[src/pkg/tmc_map.vh]
`ifndef TMC_MAP_VH
`define TMC_MAP_VH
// ---------------------------------------------------------------
// Register offsets
// ---------------------------------------------------------------
`define TMC_ADDR_W 16
`define TMC_OFF_REVISION 16'h0400
`define TMC_OFF_SCRATCH 16'h0401
`define TMC_OFF_IDENT_FIRST 16'h0402
`define TMC_OFF_IDENT_NEXT 16'h0403
`define TMC_OFF_IDENT_FINAL 16'h0404
`define TMC_OFF_LINK_FAULT 16'h0405
`define TMC_OFF_IDLE_REMOVE 16'h0406
`define TMC_OFF_FRAME_LIMIT 16'h0407
`define TMC_OFF_OVERSIZE_LO 16'h0408
`define TMC_OFF_OVERSIZE_HI 16'h0409
// ---------------------------------------------------------------
// Reset values and fields
// ---------------------------------------------------------------
`define TMC_SCRATCH_RST 32'h00000000
`define TMC_IDLE_RST_100G 8'h14
`define TMC_IDLE_RST_40G 8'h04
`define TMC_FRAME_LIMIT_RST 16'h2580
`define TMC_IDLE_W 8
`define TMC_FRAME_W 16
`define TMC_LINK_FAULT_W 4
`endif

[src/tmc_tx_mac_config_regs.v]
`timescale 1ns/10ps
`include "tmc_map.vh"

module tmc_tx_mac_config_regs #(
    parameter IS_100G = 1,
    parameter DEFICIT_IDLE_EN = 1,
    parameter TX_STATS_EN = 1,
    parameter LINK_FAULT_EN = 1,
    // Arbitrary revision value
    parameter [31:0] REVISION_VALUE = 32'h00010000,
    // Arbitrary identifier characters
    parameter [95:0] IDENT_VALUE = 96'h746D635F74785F6373720000
) (
    input wire mclk,
    input wire reset_n,
    input wire [15:0] reg_addr,
    input wire [31:0] reg_wdata,
    input wire reg_write,
    input wire reg_read,
    output reg [31:0] reg_rdata,
    input wire frame_done,
    input wire [15:0] frame_len,
    output reg [7:0] idle_column_removal_count,
    output reg [15:0] tx_frame_size_limit,
    output reg frame_oversize,
    output reg [3:0] link_fault_cfg
);

// ---------------------------------------------------------------
// Build options
// ---------------------------------------------------------------
localparam [0:0] HAS_100G = (IS_100G != 0) ? 1'b1 : 1'b0;
localparam [0:0] HAS_IDLE = (DEFICIT_IDLE_EN != 0) ? 1'b1 : 1'b0;
localparam [0:0] HAS_STATS = (TX_STATS_EN != 0) ? 1'b1 : 1'b0;
localparam [0:0] HAS_FAULT = (LINK_FAULT_EN != 0) ? 1'b1 : 1'b0;
localparam [7:0] IDLE_RST = HAS_100G ? `TMC_IDLE_RST_100G : `TMC_IDLE_RST_40G;

// ---------------------------------------------------------------
// Storage
// ---------------------------------------------------------------
reg [31:0] scratch_r;
reg [31:0] scratch_nxt;
reg [7:0] idle_r;
reg [7:0] idle_nxt;
reg [15:0] limit_r;
reg [15:0] limit_nxt;
reg [3:0] fault_r;
reg [3:0] fault_nxt;
reg [63:0] oversize_cnt_r;
reg [63:0] oversize_cnt_nxt;
reg oversize_nxt;
reg [31:0] rdata_nxt;

// ---------------------------------------------------------------
// Helper functions
// ---------------------------------------------------------------
function addr_hit;
    input [15:0] addr;
    input [15:0] offset;
    begin
        addr_hit = (addr == offset) ? 1'b1 : 1'b0;
    end
endfunction

function [31:0] gate_word;
    input en;
    input [31:0] word;
    begin
        gate_word = en ? word : 32'h00000000;
    end
endfunction

function [31:0] ext_byte;
    input [7:0] value;
    begin
        ext_byte = {24'h000000, value};
    end
endfunction

function [31:0] ext_half;
    input [15:0] value;
    begin
        ext_half = {16'h0000, value};
    end
endfunction

function [31:0] ext_nibble;
    input [3:0] value;
    begin
        ext_nibble = {28'h0000000, value};
    end
endfunction

function longer_than;
    input [15:0] len;
    input [15:0] limit;
    begin
        longer_than = (len > limit) ? 1'b1 : 1'b0;
    end
endfunction

function [63:0] inc64;
    input [63:0] value;
    begin
        inc64 = value + 64'h0000000000000001;
    end
endfunction

// ---------------------------------------------------------------
// Address decode
// ---------------------------------------------------------------
wire hit_revision = addr_hit(reg_addr, `TMC_OFF_REVISION);
wire hit_scratch = addr_hit(reg_addr, `TMC_OFF_SCRATCH);
wire hit_ident_first = addr_hit(reg_addr, `TMC_OFF_IDENT_FIRST);
wire hit_ident_next = addr_hit(reg_addr, `TMC_OFF_IDENT_NEXT);
wire hit_ident_final = addr_hit(reg_addr, `TMC_OFF_IDENT_FINAL);

wire hit_fault = addr_hit(reg_addr, `TMC_OFF_LINK_FAULT);
wire hit_idle = addr_hit(reg_addr, `TMC_OFF_IDLE_REMOVE);
wire hit_limit = addr_hit(reg_addr, `TMC_OFF_FRAME_LIMIT);

wire hit_count_lo = addr_hit(reg_addr, `TMC_OFF_OVERSIZE_LO);
wire hit_count_hi = addr_hit(reg_addr, `TMC_OFF_OVERSIZE_HI);

// ---------------------------------------------------------------
// Write enables, none for read-only words
// ---------------------------------------------------------------
wire wr_scratch = reg_write && hit_scratch;
wire wr_idle = reg_write && hit_idle && HAS_IDLE;
wire wr_limit = reg_write && hit_limit;
wire wr_fault = reg_write && hit_fault && HAS_FAULT;

// ---------------------------------------------------------------
// Frame classification
// ---------------------------------------------------------------
wire frame_over = frame_done && longer_than(frame_len, limit_r);

// ---------------------------------------------------------------
// Readback words
// ---------------------------------------------------------------
wire [31:0] word_revision = REVISION_VALUE;
wire [31:0] word_scratch = scratch_r;
wire [31:0] word_ident_first = IDENT_VALUE[95:64];
wire [31:0] word_ident_next = IDENT_VALUE[63:32];
wire [31:0] word_ident_final = IDENT_VALUE[31:0];
wire [31:0] word_fault = gate_word(HAS_FAULT, ext_nibble(fault_r));
wire [31:0] word_idle = gate_word(HAS_IDLE, ext_byte(idle_r));
wire [31:0] word_limit = ext_half(limit_r);
wire [31:0] word_count_lo = gate_word(HAS_STATS, oversize_cnt_r[31:0]);
wire [31:0] word_count_hi = gate_word(HAS_STATS, oversize_cnt_r[63:32]);

// ---------------------------------------------------------------
// Next values
// ---------------------------------------------------------------
always @* begin
    if (wr_scratch) begin
        scratch_nxt = reg_wdata;
    end else begin
        scratch_nxt = scratch_r;
    end
end

always @* begin
    if (wr_idle) begin
        idle_nxt = reg_wdata[7:0];
    end else begin
        idle_nxt = idle_r;
    end
end

always @* begin
    if (wr_limit) begin
        limit_nxt = reg_wdata[15:0];
    end else begin
        limit_nxt = limit_r;
    end
end

always @* begin
    if (wr_fault) begin
        fault_nxt = reg_wdata[3:0];
    end else begin
        fault_nxt = fault_r;
    end
end

always @* begin
    if (frame_over && HAS_STATS) begin
        oversize_cnt_nxt = inc64(oversize_cnt_r);
    end else begin
        oversize_cnt_nxt = oversize_cnt_r;
    end
end

always @* begin
    oversize_nxt = frame_over;
end

// ---------------------------------------------------------------
// Registers
// ---------------------------------------------------------------
always @(posedge mclk) begin
    if (!reset_n) begin
        scratch_r <= `TMC_SCRATCH_RST;
    end else begin
        scratch_r <= scratch_nxt;
    end
end

always @(posedge mclk) begin
    if (!reset_n) begin
        idle_r <= IDLE_RST;
    end else begin
        idle_r <= idle_nxt;
    end
end

always @(posedge mclk) begin
    if (!reset_n) begin
        limit_r <= `TMC_FRAME_LIMIT_RST;
    end else begin
        limit_r <= limit_nxt;
    end
end

always @(posedge mclk) begin
    if (!reset_n) begin
        fault_r <= 4'h0;
    end else begin
        fault_r <= fault_nxt;
    end
end

always @(posedge mclk) begin
    if (!reset_n) begin
        oversize_cnt_r <= 64'h0000000000000000;
    end else begin
        oversize_cnt_r <= oversize_cnt_nxt;
    end
end

always @(posedge mclk) begin
    if (!reset_n) begin
        frame_oversize <= 1'b0;
    end else begin
        frame_oversize <= oversize_nxt;
    end
end

// ---------------------------------------------------------------
// Outputs to the transmit datapath
// ---------------------------------------------------------------
always @* begin
    if (HAS_IDLE) begin
        idle_column_removal_count = idle_r;
    end else begin
        idle_column_removal_count = 8'h00;
    end
end

always @* begin
    tx_frame_size_limit = limit_r;
end

always @* begin
    if (HAS_FAULT) begin
        link_fault_cfg = fault_r;
    end else begin
        link_fault_cfg = 4'h0;
    end
end

// ---------------------------------------------------------------
// Read side
// ---------------------------------------------------------------
always @* begin
    rdata_nxt = 32'h00000000;
    case (1'b1)
        hit_revision: begin
            rdata_nxt = word_revision;
        end
        hit_scratch: begin
            rdata_nxt = word_scratch;
        end
        hit_ident_first: begin
            rdata_nxt = word_ident_first;
        end
        hit_ident_next: begin
            rdata_nxt = word_ident_next;
        end
        hit_ident_final: begin
            rdata_nxt = word_ident_final;
        end
        hit_fault: begin
            rdata_nxt = word_fault;
        end
        hit_idle: begin
            rdata_nxt = word_idle;
        end
        hit_limit: begin
            rdata_nxt = word_limit;
        end
        hit_count_lo: begin
            rdata_nxt = word_count_lo;
        end
        hit_count_hi: begin
            rdata_nxt = word_count_hi;
        end
        default: begin
            rdata_nxt = 32'h00000000;
        end
    endcase
end

always @(posedge mclk) begin
    if (!reset_n) begin
        reg_rdata <= 32'h00000000;
    end else if (reg_read) begin
        reg_rdata <= rdata_nxt;
    end else begin
        reg_rdata <= 32'h00000000;
    end
end

endmodule // tmc_tx_mac_config_regs

[config.mk]
export PLATFORM = sky130hd
export DESIGN_NAME = tmc_tx_mac_config_regs
export DESIGN_NICKNAME = d
export VERILOG_FILES = /design/src/tmc_tx_mac_config_regs.v
export VERILOG_INCLUDE_DIRS = /design/src /design/src/pkg
export SDC_FILE = /design/constraint.sdc
export NUM_CORES = 1
export LEC_CHECK = 0
export BUFFER_PORTS_ARGS = -buffer_cell sky130_fd_sc_hd__buf_2
export CAP_MARGIN = 10
export CORE_MARGIN = 3
export CORE_UTILIZATION = 40
export DETAILED_ROUTE_END_ITERATION = 8
export PLACE_DENSITY = 0.63
export SYNTH_ARGS = -nofsm -noshare
export SYNTH_HDL_FRONTEND = slang
export SYNTH_SLANG_ARGS = --single-unit
export TNS_END_PERCENT = 5
[constraint.sdc]
create_clock -name mclk -period 4.9 [get_ports mclk]
set_input_delay 0 -clock mclk [delete_from_list [all_inputs] [get_ports mclk]]
set_output_delay 0 -clock mclk [all_outputs]
set_load 0.03 [all_outputs]
==> impl_metrics.csv, run 1 <==
group,metric,value,unit
sta,worst_slew_pin_slew,0.945,ns
routing,ant_nets,0,
power,p_leak,3.36,nW
routing,wl,27.2,mm
power,ir_worst_vdd,0.239,mV
sta,finClkSkew,0.0118,ns
synthesis,synth_nets,1055,
status,outcome,"finished clean",
global_routing,grt_pass1_wl,42.6,mm
place,gp_congestion,0.981,
power,comb_power_share,5.8,%
cells_and_area,antenna_cells,0,
global_routing,antenna_found_initial,0,
synthesis,ys_top_cells_by_area,"dfxtp_1 40%, a21oi_1 8.4%, nand2_1 7.5%",
clock_tree,htreeDepth,4,
floorplan,start_util,41.4,%
setup_path,crit_path_max_fanout,62,
routing,viasPerCell,5.92,
sta,grt_setup_unrepaired,"no",
place,dp_cells,1318,
cells_and_area,final_area,9710,um^2
cells_and_area,instances_no_fill,1382,
clock_tree,cts_setup_buffers,0,
synthesis,synth_cell_type_count,70,
sta,tns,0,ns
synthesis,synth_edf_count,0,
global_routing,grt_pass1_vias,7593,
power,clkPwrFrac,49.0,%
synthesis,ys.flop_type,"dfxtp_1",
sta,slew_viol_final,0,
power,netSwitchingFraction,23.7,%
synthesis,synthTopCellsByCount,"157 x dfxtp_1, 157 x nand2_1, 132 x a21oi_1",
place,dp_hpwl,19.9,mm
sta,finalSetupViolations,0,
cells_and_area,seq_area,3140,um^2
clock_tree,path_clk_slew,0.06,ns
routing,drtIter0Drc,838,
power,p_total,2.83,mW
cells_and_area,fin_util,50.9,%
setup_path,crit_chain,"inv_1, ha_1, nand4_1, a2111oi_4, o31ai_4, buf_4, or4_1, a21oi_1",
synthesis,ys_warn_count,0,
clock_tree,cts_buffers,17,
floorplan,io_pins,130,
sta,post-route-period-util,59.2,%
sta,setup_slack,2.00,ns
synthesis,synth_seq_cells,157,
global_routing,grt_max_degree,63,
sta,fmax,345,MHz
sta,slew_headroom,36.1,%
cells_and_area,drive_gt1_share,18.8,%
routing,drt-pass1-iter-count,5,
sta,hold_viol,0,
setup_path,crit_type,"reg -> reg",
global_routing,gr-total-overflow,0,
floorplan,dieHeight,147,um
power,p_int,2.16,mW
synthesis,synth_top_cell_by_area,"dfxtp_1",
synthesis,synthCells,969,
cells_and_area,fin_nets,1195,
sta,period_needed,2.90,ns
routing,wl_per_cell,19.7,um
synthesis,syn_area_per_cell,8.15,um^2
job,cap_viol_max_count,0,
place,dpl_cell_area,8780,um^2
clock_tree,cts_tree,"done",
setup_path,cpMaxStageDelayCell,"a2111oi_4",
synthesis,synth_top_area_share,39.8,%
global_routing,grt_usage,24.8,%
sta,whs,0.0629,ns
floorplan,die-area,21500,um^2
cells_and_area,syn2layout_area_growth,22.9,%
synthesis,ys_seq_area_share,39.8,%
place,io_buffers,129,
floorplan,rows,50,
clock_tree,cts_num_sinks,157,
setup_path,cp_data_arrival_time,3.25,ns
synthesis,syn-cell-area,7900,um^2
place,pre_cts_slack,2.02,ns
power,powerDensity,291,nW/um^2
power,p_seq_share,45.3,%
setup_path,start_kind,"flip-flop",
clock_tree,cts_buffer_depth,2,
cells_and_area,fillers,1821,
floorplan,die_x,147,um
setup_path,cpPeakStageDelay,0.63,ns
setup_path,cp.required,5.25,ns
setup_path,cp-end-kind,"flip-flop",
cells_and_area,multiInputGateArea,4450,um^2
routing,vias,8179,
clock_tree,clk_latency,0.43,ns
power,switching_power,0.670,mW
hold_path,hold_path.class,"in -> reg",
clock_tree,cts_root_buffer,"clkbuf_16",
synthesis,async_flop_share,0,%
floorplan,core_area,19100,um^2
routing,drc,0,
## per-layer routing
| layer | up-vias | part of all wire (%) | track usage, % |
|---|---|---|---|
| met4 | 0 | 2.8 | 8.37 |
| met1 | 3904 | 44 | 33.4 |
| met3 | 46 | 7.7 | 5.62 |
| met2 | 352 | 46 | 39.6 |
| li1 | 3877 | - | - |
| met5 | - | 0 | 0 |
## power groups by stage
stage | combinational [mW] | sequential (mW) | clock (mW)
2_1_floorplan | 0.0763 | 1.31 | 0
3_3_place_gp | 0.140 | 1.31 | 0
3_5_place_dp | 0.140 | 1.31 | 0
4_1_cts | 0.160 | 1.28 | 1.40
5_1_grt | 0.177 | 1.28 | 1.45
6_report | 0.163 | 1.28 | 1.38
## repair_timing
| item | 4_1_cts | 5_1_grt |
|---|---|---|
| gates resized for setup | 0 | 0 |
| endpoints found under the hold margin | 60 | 0 |
| hold buffers | 32 | 0 |
## final cells by class
class / count / share of cell area (%)
clock buffers: 19 / 4.56
clock inverters: 13 / 1.70
inverters: 29 / 1.12
multi-input cells: 729 / 45.9
flip-flops and latches: 157 / 32.4
well taps: 260 / 3.35
repair buffers: 175 / 11.0
## cells in the final DEF (no fill, tap or decap), types with 4 or more instances in the layout
cell and instances:
nand2_1 157, dfxtp_1 157, a21oi_1 132, buf_2 129, nor2_1 42, o21ai_0 32
dlygate4sd3_1 32, nand3_1 29, or4_1 29, inv_1 28, o31ai_1 26, nand4_1 22
nor3_1 21, mux2i_1 21, a22oi_1 20, nand2b_1 19, nor4_1 18, ha_1 17
clkbuf_16 17, buf_4 14, o21a_1 13, or3_1 11, o211ai_1 8, and2_1 7
and4_1 7, a221oi_1 7, nor2b_1 6, o41ai_1 5, clkinv_4 5, and3_1 4
a211oi_1 4
## registers in the layout, summed over array words and instances (netlist names)
signal,count
idle_column_removal_count,8
oversize_cnt_r,64
scratch_r,32
reg_rdata,32
link_fault_cfg,4
tx_frame_size_limit,16
frame_oversize,1
## critical path: cells and delay by family, from the launching register on
kind	cells	cell delay, ns
buffers and inverters	2	0.42
adders and majority gates	1	0.31
and+or+nand+nor	2	0.83
DFF	1	0.41
AOI/OAI and AO/OA	3	0.86
## path summary, 6_finish.rpt
kind	cells past startpoint	start	to	slack, ns
worst min-delay path	3	reg_read	reg_rdata[16]$_SDFF_PN0_	0.06
worst max-delay path	8	tx_frame_size_limit[13]$_SDFFE_PN1P_	oversize_cnt_r[17]$_SDFFE_PN0P_	2.00
worst min register to register	2	scratch_r[18]$_SDFFE_PN0P_	scratch_r[18]$_SDFFE_PN0P_	0.45
worst max register to register	8	tx_frame_size_limit[13]$_SDFFE_PN1P_	oversize_cnt_r[17]$_SDFFE_PN0P_	2.00
## kinds of logic after synthesis
| family | Yosys count | share of synthesized area, % |
|---|---|---|
| compound gates | 279 | 22.7 |
| xor+xnor | 5 | 0.555 |
| fa+ha+maj | 17 | 2.69 |
| buf+inv | 83 | 4.34 |
| flops | 157 | 39.8 |
| mux | 23 | 2.95 |
| simple gates | 405 | 27.0 |
No activity file was read; power rests on OpenSTA's default activity.
==> run 2: changes to the inputs <==
- clock period: 4.9 -> 2.75 ns (I/O delays scaled with it)
==> run 2 against run 1 <==
Compared with the run above:
- the run now ends with negative setup slack left
- total power is 73% higher
- fmax is 3.7% higher
- critical path depth up 3
- die area is the same
- final cell count is 4.8% higher
- sequential share of layout area fell by 2.2 points
- worst hold slack improved by 0.0041 ns
- clock skew is 0.0030 ns lower
- worst setup slack worse by 2.0 ns
- global-route usage up 0.60 points
- via count is 3.6% higher
- clock power grew 62%
- highest routed layer unchanged
==> impl_metrics.csv, run 2 (same netlist as run 1, synthesis figures left out) <==
group,metric,value,unit
status,outcome,"finished, violations left",
status,violations,"negative setup slack",
floorplan,rows,50,
global_routing,grt_pass1_vias,7683,
floorplan,core_area,19100,um^2
sta,slew_viol_final,0,
hold_path,whs_path_depth,3,
setup_path,rr_worst_depth,11,
cells_and_area,largest_reg_flops,64,
clock_tree,htreeDepth,4,
sta,whs,0.0670,ns
routing,wl,28.9,mm
sta,finalSetupViolations,9,
routing,ant_nets,0,
sta,slew_headroom,46.2,%
setup_path,crit_type,"reg -> reg",
setup_path,cpPeakStageDelay,0.54,ns
routing,viasPerCell,5.85,
setup_path,worstReg2RegEnd,"oversize_cnt_r[14]$_SDFFE_PN0P_",
sta,fmax,357,MHz
setup_path,r2r_slack,-0.05,ns
power,netSwitchingFraction,25.7,%
clock_tree,cts_tree,"done",
setup_path,crit_path_max_fanout,9,
setup_path,cpMaxStageDelayCell,"a2111oi_4",
clock_tree,cts_buffer_depth,2,
routing,drtIter0Drc,816,
clock_tree,path_clk_slew,0.07,ns
place,dpl_cell_area,9210,um^2
sta,post-route-period-util,102,%
global_routing,grt_usage,25.4,%
cells_and_area,fin_nets,1262,
cells_and_area,fillers,1774,
floorplan,die_x,147,um
setup_path,cp-end-kind,"flip-flop",
power,ir_worst_vdd,0.362,mV
place,io_buffers,129,
setup_path,crit_chain,"inv_2, ha_4, nor2b_4, o211ai_1, a2111oi_4, buf_4, o31ai_4, buf_6, buf_12, or4_4, a21oi_1",
power,p_int,3.62,mW
clock_tree,cts_buffers,17,
global_routing,grt_max_degree,49,
hold_path,holdPathEnd,"reg_rdata[11]$_SDFF_PP0_",
routing,wl_met1,12.4,mm
sta,worst_slew_pin_slew,0.787,ns
floorplan,start_util,41.4,%
sta,grt_setup_unrepaired,"yes",
floorplan,io_pins,130,
routing,vias,8473,
power,comb_power_share,7.5,%
routing,drc,0,
hold_path,hold_path.class,"in -> reg",
sta,setup_slack,-0.0476,ns
cells_and_area,syn2layout_area_growth,32.0,%
routing,maxUsedRoutingLayer,"met4",
cells_and_area,drive_gt1_share,25.3,%
power,p_leak,3.75,nW
job,cap_viol_max_count,0,
power,p_seq_share,46.7,%
routing,drt-pass1-iter-count,5,
cells_and_area,top_register,"oversize_cnt_r",
cells_and_area,fin_util,54.6,%
global_routing,grt_pass1_wl,42.9,mm
routing,wl_per_cell,19.9,um
sta,hold_viol,0,
sta,period_needed,2.80,ns
clock_tree,cts_root_buffer,"clkbuf_16",
cells_and_area,mostFrequentLayoutCell,"nand2_1",
setup_path,cp.required,3.11,ns
clock_tree,cts_num_sinks,157,
clock_tree,clk_latency,0.43,ns
power,powerDensity,468,nW/um^2
place,gp_congestion,0.951,
floorplan,dieHeight,147,um
cells_and_area,mostFrequentLayoutCells,"157 x nand2_1, 153 x dfxtp_1, 130 x a21oi_1",
place,dp_hpwl,20.7,mm
cells_and_area,final_area,10400,um^2
power,clkPwrFrac,45.8,%
cells_and_area,top_regs,"oversize_cnt_r x64, reg_rdata x32, scratch_r x32",
floorplan,die-area,21500,um^2
sta,finClkSkew,0.00886,ns
hold_path,holdCritStartpoint,"reg_addr[0]",
place,pre_cts_slack,-0.260,ns
global_routing,antenna_found_initial,0,
routing,route.met2.wl,13.1,mm
setup_path,start_kind,"flip-flop",
power,switching_power,1.26,mW
setup_path,r2r_start,"tx_frame_size_limit[1]$_SDFFE_PN0P_",
routing,wl_met3,2.30,mm
global_routing,gr-total-overflow,0,
setup_path,cp_data_arrival_time,3.16,ns
run 2: timing repair:
action	CTS	global route
hold buffers	32	0
resized for setup	3	24
gates cloned	0	6
pin swaps	0	25
setup endpoints to repair	24	39
hold endpoints to repair	60	0
setup buffers	0	11
run 2: routing by layer:
layer	track usage [%]	vias up
met3	5.40	58
li1	-	4019
met1	34.2	3993
met4	9.88	0
met2	40.1	403
met5	0	-
run 2: worst max path at each step:
stage	start	endpoint	slack (ns)	cells after the start
after detailed placement	tx_frame_size_limit[7]$_SDFFE_PN1P_	oversize_cnt_r[13]$_SDFFE_PN0P_	-0.26	9
after floorplan	tx_frame_size_limit[12]$_SDFFE_PN0P_	oversize_cnt_r[27]$_SDFFE_PN0P_	0.002	10
after global placement	tx_frame_size_limit[7]$_SDFFE_PN1P_	oversize_cnt_r[13]$_SDFFE_PN0P_	-0.19	9
final	tx_frame_size_limit[1]$_SDFFE_PN0P_	oversize_cnt_r[14]$_SDFFE_PN0P_	-0.05	11
after CTS	tx_frame_size_limit[7]$_SDFFE_PN1P_	oversize_cnt_r[49]$_SDFFE_PN0P_	-0.03	10
after global routing	tx_frame_size_limit[1]$_SDFFE_PN0P_	oversize_cnt_r[17]$_SDFFE_PN0P_	-0.12	11
run 2: area by class of cell:
| type | instances | area, um^2 | area share [%] |
|---|---|---|---|
| multi-input cells | 729 | 4590 | 44.0 |
| flip-flops and latches | 157 | 3150 | 30.2 |
| repair buffers | 242 | 1710 | 16.4 |
| clock buffers | 18 | 439 | 4.21 |
| well taps | 260 | 325 | 3.12 |
| inverters | 29 | 109 | 1.04 |
| clock inverters | 13 | 105 | 1.01 |
| diodes | 1 | 2.50 | 0.0240 |
run 2: worst max-delay path: cells and delay by family (launching register included):
kind / cells / cell delay, ns
adders and majority gates: 1 / 0.26
DFF: 1 / 0.34
and+or+nand+nor: 2 / 0.62
buffers and inverters: 4 / 0.55
AOI/OAI and AO/OA: 4 / 0.96
run 2: metrics by stage:
stage                     cells  TNS [ns]  total power [mW]
after global placement     1368     -1.31              2.60
final                      1449    -0.240              4.88
after global routing       1448     -1.76              5.02
after floorplan             969         0              2.47
after detailed placement   1368     -3.24              2.61
after CTS                  1431   -0.0264              4.85
run 2: power by group through the flow:
stage / Clock [mW] / Combinational, mW / Sequential, mW
after floorplan: 0 / 0.138 / 2.33
after global placement: 0 / 0.272 / 2.33
after detailed placement: 0 / 0.274 / 2.33
after CTS: 2.25 / 0.312 / 2.28
after global routing: 2.35 / 0.390 / 2.28
final: 2.23 / 0.365 / 2.28
==> run 3: changes to the inputs <==
- CORE_UTILIZATION: 40 -> 50
- PLACE_DENSITY: 0.63 -> 0.75
==> run 3 against run 2 <==
Compared with the run above:
- the run now ends clean
- clock power up 9%
- critical path type unchanged
- total power up 2.8%
- clock-buffer cell count unchanged
- sequential share of layout area up 0.84 points
- final area down 2.7%
- sequential cell count unchanged
- wire length down 4.5%
- fmax up 3.1%
- clock skew up 0.0022 ns
- combinational power down 13%
- critical path depth down 1
==> impl_metrics.csv, run 3 (same netlist as run 1, synthesis figures left out) <==
group,metric,value,unit
status,outcome,"finished clean",
sta,hold_viol,0,
global_routing,gr-total-overflow,0,
clock_tree,htreeDepth,4,
setup_path,start_kind,"flip-flop",
sta,fmax,369,MHz
routing,drtIter0Drc,1128,
cells_and_area,top_register,"oversize_cnt_r",
sta,finalSetupViolations,0,
setup_path,r2r_start,"tx_frame_size_limit[1]$_SDFFE_PN0P_",
global_routing,grt_max_degree,51,
cells_and_area,fin_util,66.2,%
sta,slew_headroom,25.9,%
setup_path,crit_type,"reg -> reg",
cells_and_area,drive_gt1_share,23.3,%
cells_and_area,top_regs,"oversize_cnt_r x64, reg_rdata x32, scratch_r x32",
power,p_leak,3.64,nW
job,cap_viol_max_count,0,
global_routing,grt_pass1_vias,7967,
floorplan,start_util,51.6,%
routing,viasPerCell,6.21,
clock_tree,cts_tree,"done",
floorplan,core_area,15300,um^2
routing,drt-pass1-iter-count,7,
routing,wl_per_cell,19.9,um
routing,wl,27.6,mm
cells_and_area,fin_nets,1249,
place,dp_hpwl,19.5,mm
sta,post-route-period-util,98.6,%
place,dp_cells,1316,
routing,vias,8608,
clock_tree,clk_latency,0.43,ns
clock_tree,cts_root_buffer,"clkbuf_16",
setup_path,cp.required,3.10,ns
cells_and_area,syn2layout_area_growth,28.4,%
cells_and_area,mostFrequentLayoutCell,"nand2_1",
setup_path,rr_worst_depth,10,
global_routing,antenna_found_initial,0,
floorplan,die-area,17300,um^2
routing,ant_nets,0,
setup_path,cp-end-kind,"flip-flop",
power,ir_worst_vdd,0.487,mV
hold_path,holdPathEnd,"oversize_cnt_r[48]$_SDFFE_PN0P_",
routing,drc,0,
clock_tree,cts_buffer_depth,2,
global_routing,grt_usage,30.7,%
floorplan,rows,45,
sta,worst_slew_pin_slew,1.11,ns
clock_tree,cts_num_sinks,157,
clock_tree,cts_buffers,17,
floorplan,dieHeight,132,um
hold_path,holdCritStartpoint,"frame_done",
setup_path,cp_data_arrival_time,3.06,ns
cells_and_area,instances_no_fill,1387,
power,powerDensity,495,nW/um^2
sta,slew_viol_final,0,
place,io_buffers,129,
hold_path,whs_path_depth,4,
setup_path,worstReg2RegEnd,"oversize_cnt_r[17]$_SDFFE_PN0P_",
setup_path,crit_path_max_fanout,50,
cells_and_area,antenna_cells,0,
place,gp_congestion,1.00,
floorplan,die_x,132,um
clock_tree,path_clk_slew,0.06,ns
cells_and_area,mostFrequentLayoutCells,"157 x nand2_1, 154 x dfxtp_1, 132 x a21oi_1",
hold_path,hold_path.class,"in -> reg",
sta,finClkSkew,0.0111,ns
floorplan,io_pins,130,
setup_path,r2r_slack,0.04,ns
global_routing,grt_pass1_wl,42.6,mm
sta,grt_setup_unrepaired,"yes",
cells_and_area,largest_reg_flops,64,
sta,period_needed,2.71,ns
run 3: cell count changes in the layout (fill, tap and decap cells not counted), moves of 5 or more:
cell / previous run / this run
buf_4: 68 / 63
buf_6: 5 / 0
or4_1: 23 / 29
or4_4: 6 / 0
run 3: worst max-delay path by stage:
stage                                               startpoint                              end  slack, ns  cells after the start
after global placement     tx_frame_size_limit[7]$_SDFFE_PN1P_  oversize_cnt_r[13]$_SDFFE_PN0P_      -0.24                      9
final                      tx_frame_size_limit[1]$_SDFFE_PN0P_  oversize_cnt_r[17]$_SDFFE_PN0P_       0.04                     10
after CTS                  tx_frame_size_limit[7]$_SDFFE_PN1P_  oversize_cnt_r[13]$_SDFFE_PN0P_       0.04                      9
after detailed placement   tx_frame_size_limit[7]$_SDFFE_PN1P_  oversize_cnt_r[13]$_SDFFE_PN0P_      -0.28                      9
after global routing       tx_frame_size_limit[1]$_SDFFE_PN0P_  oversize_cnt_r[16]$_SDFFE_PN0P_      -0.11                     10
after floorplan           tx_frame_size_limit[12]$_SDFFE_PN0P_  oversize_cnt_r[27]$_SDFFE_PN0P_      0.002                     10
run 3: what timing repair did:
action	4_1_cts	5_1_grt
hold buffers	34	0
gates resized for setup	2	5
setup endpoints to repair	11	40
endpoints found under the hold margin	67	0
pin swaps	0	10
setup buffers	0	5
run 3: area by class of cell:
| type | count | area, um^2 |
|---|---|---|
| clock inverters | 14 | 158 |
| multi-input cells | 729 | 4510 |
| fillers | 1242 | 5170 |
| inverters | 29 | 109 |
| repair buffers | 229 | 1520 |
| flip-flops and latches | 157 | 3150 |
| clock buffers | 18 | 439 |
| well taps | 211 | 264 |
run 3: power by group:
group          total [mW]  switching [mW]  internal, mW
Combinational       0.316           0.191         0.125
Sequential           2.28         0.00402          2.28
Clock                2.42            1.04          1.38
Total                5.02            1.24          3.78
run 3: critical path: stages (launching register included):
cell       delay, ns
dfxtp_1         0.33
inv_1           0.05
ha_1            0.29
nor2b_4         0.14
o211ai_1        0.18
a2111oi_4       0.45
buf_4           0.22
o31ai_4         0.07
buf_12          0.20
or4_1           0.51
a21oi_1         0.19
run 3: layer usage:
layer  track usage [%]  vias up  wire, um
met5                 0        -         0
met4              14.8        0      1310
met3              5.93       81      2760
met2              47.9      547     12400
met1              41.0     3996     11100
li1                  -     3984         -
run 3: stage by stage:
stage               cell area [um^2]  total power, mW  TNS [ns]  worst slack, ns  hold WS (ns)
CTS                            10100             5.02         0           0.0421         0.129
detailed placement              9110             2.59     -1.32           -0.276         0.253
global route                   10100             5.14    -0.777           -0.107         0.137
finish                         10100             5.02         0           0.0377         0.147
floorplan                       7920             2.47         0          0.00204         0.128
global placement                9110             2.59     -1.10           -0.242         0.251
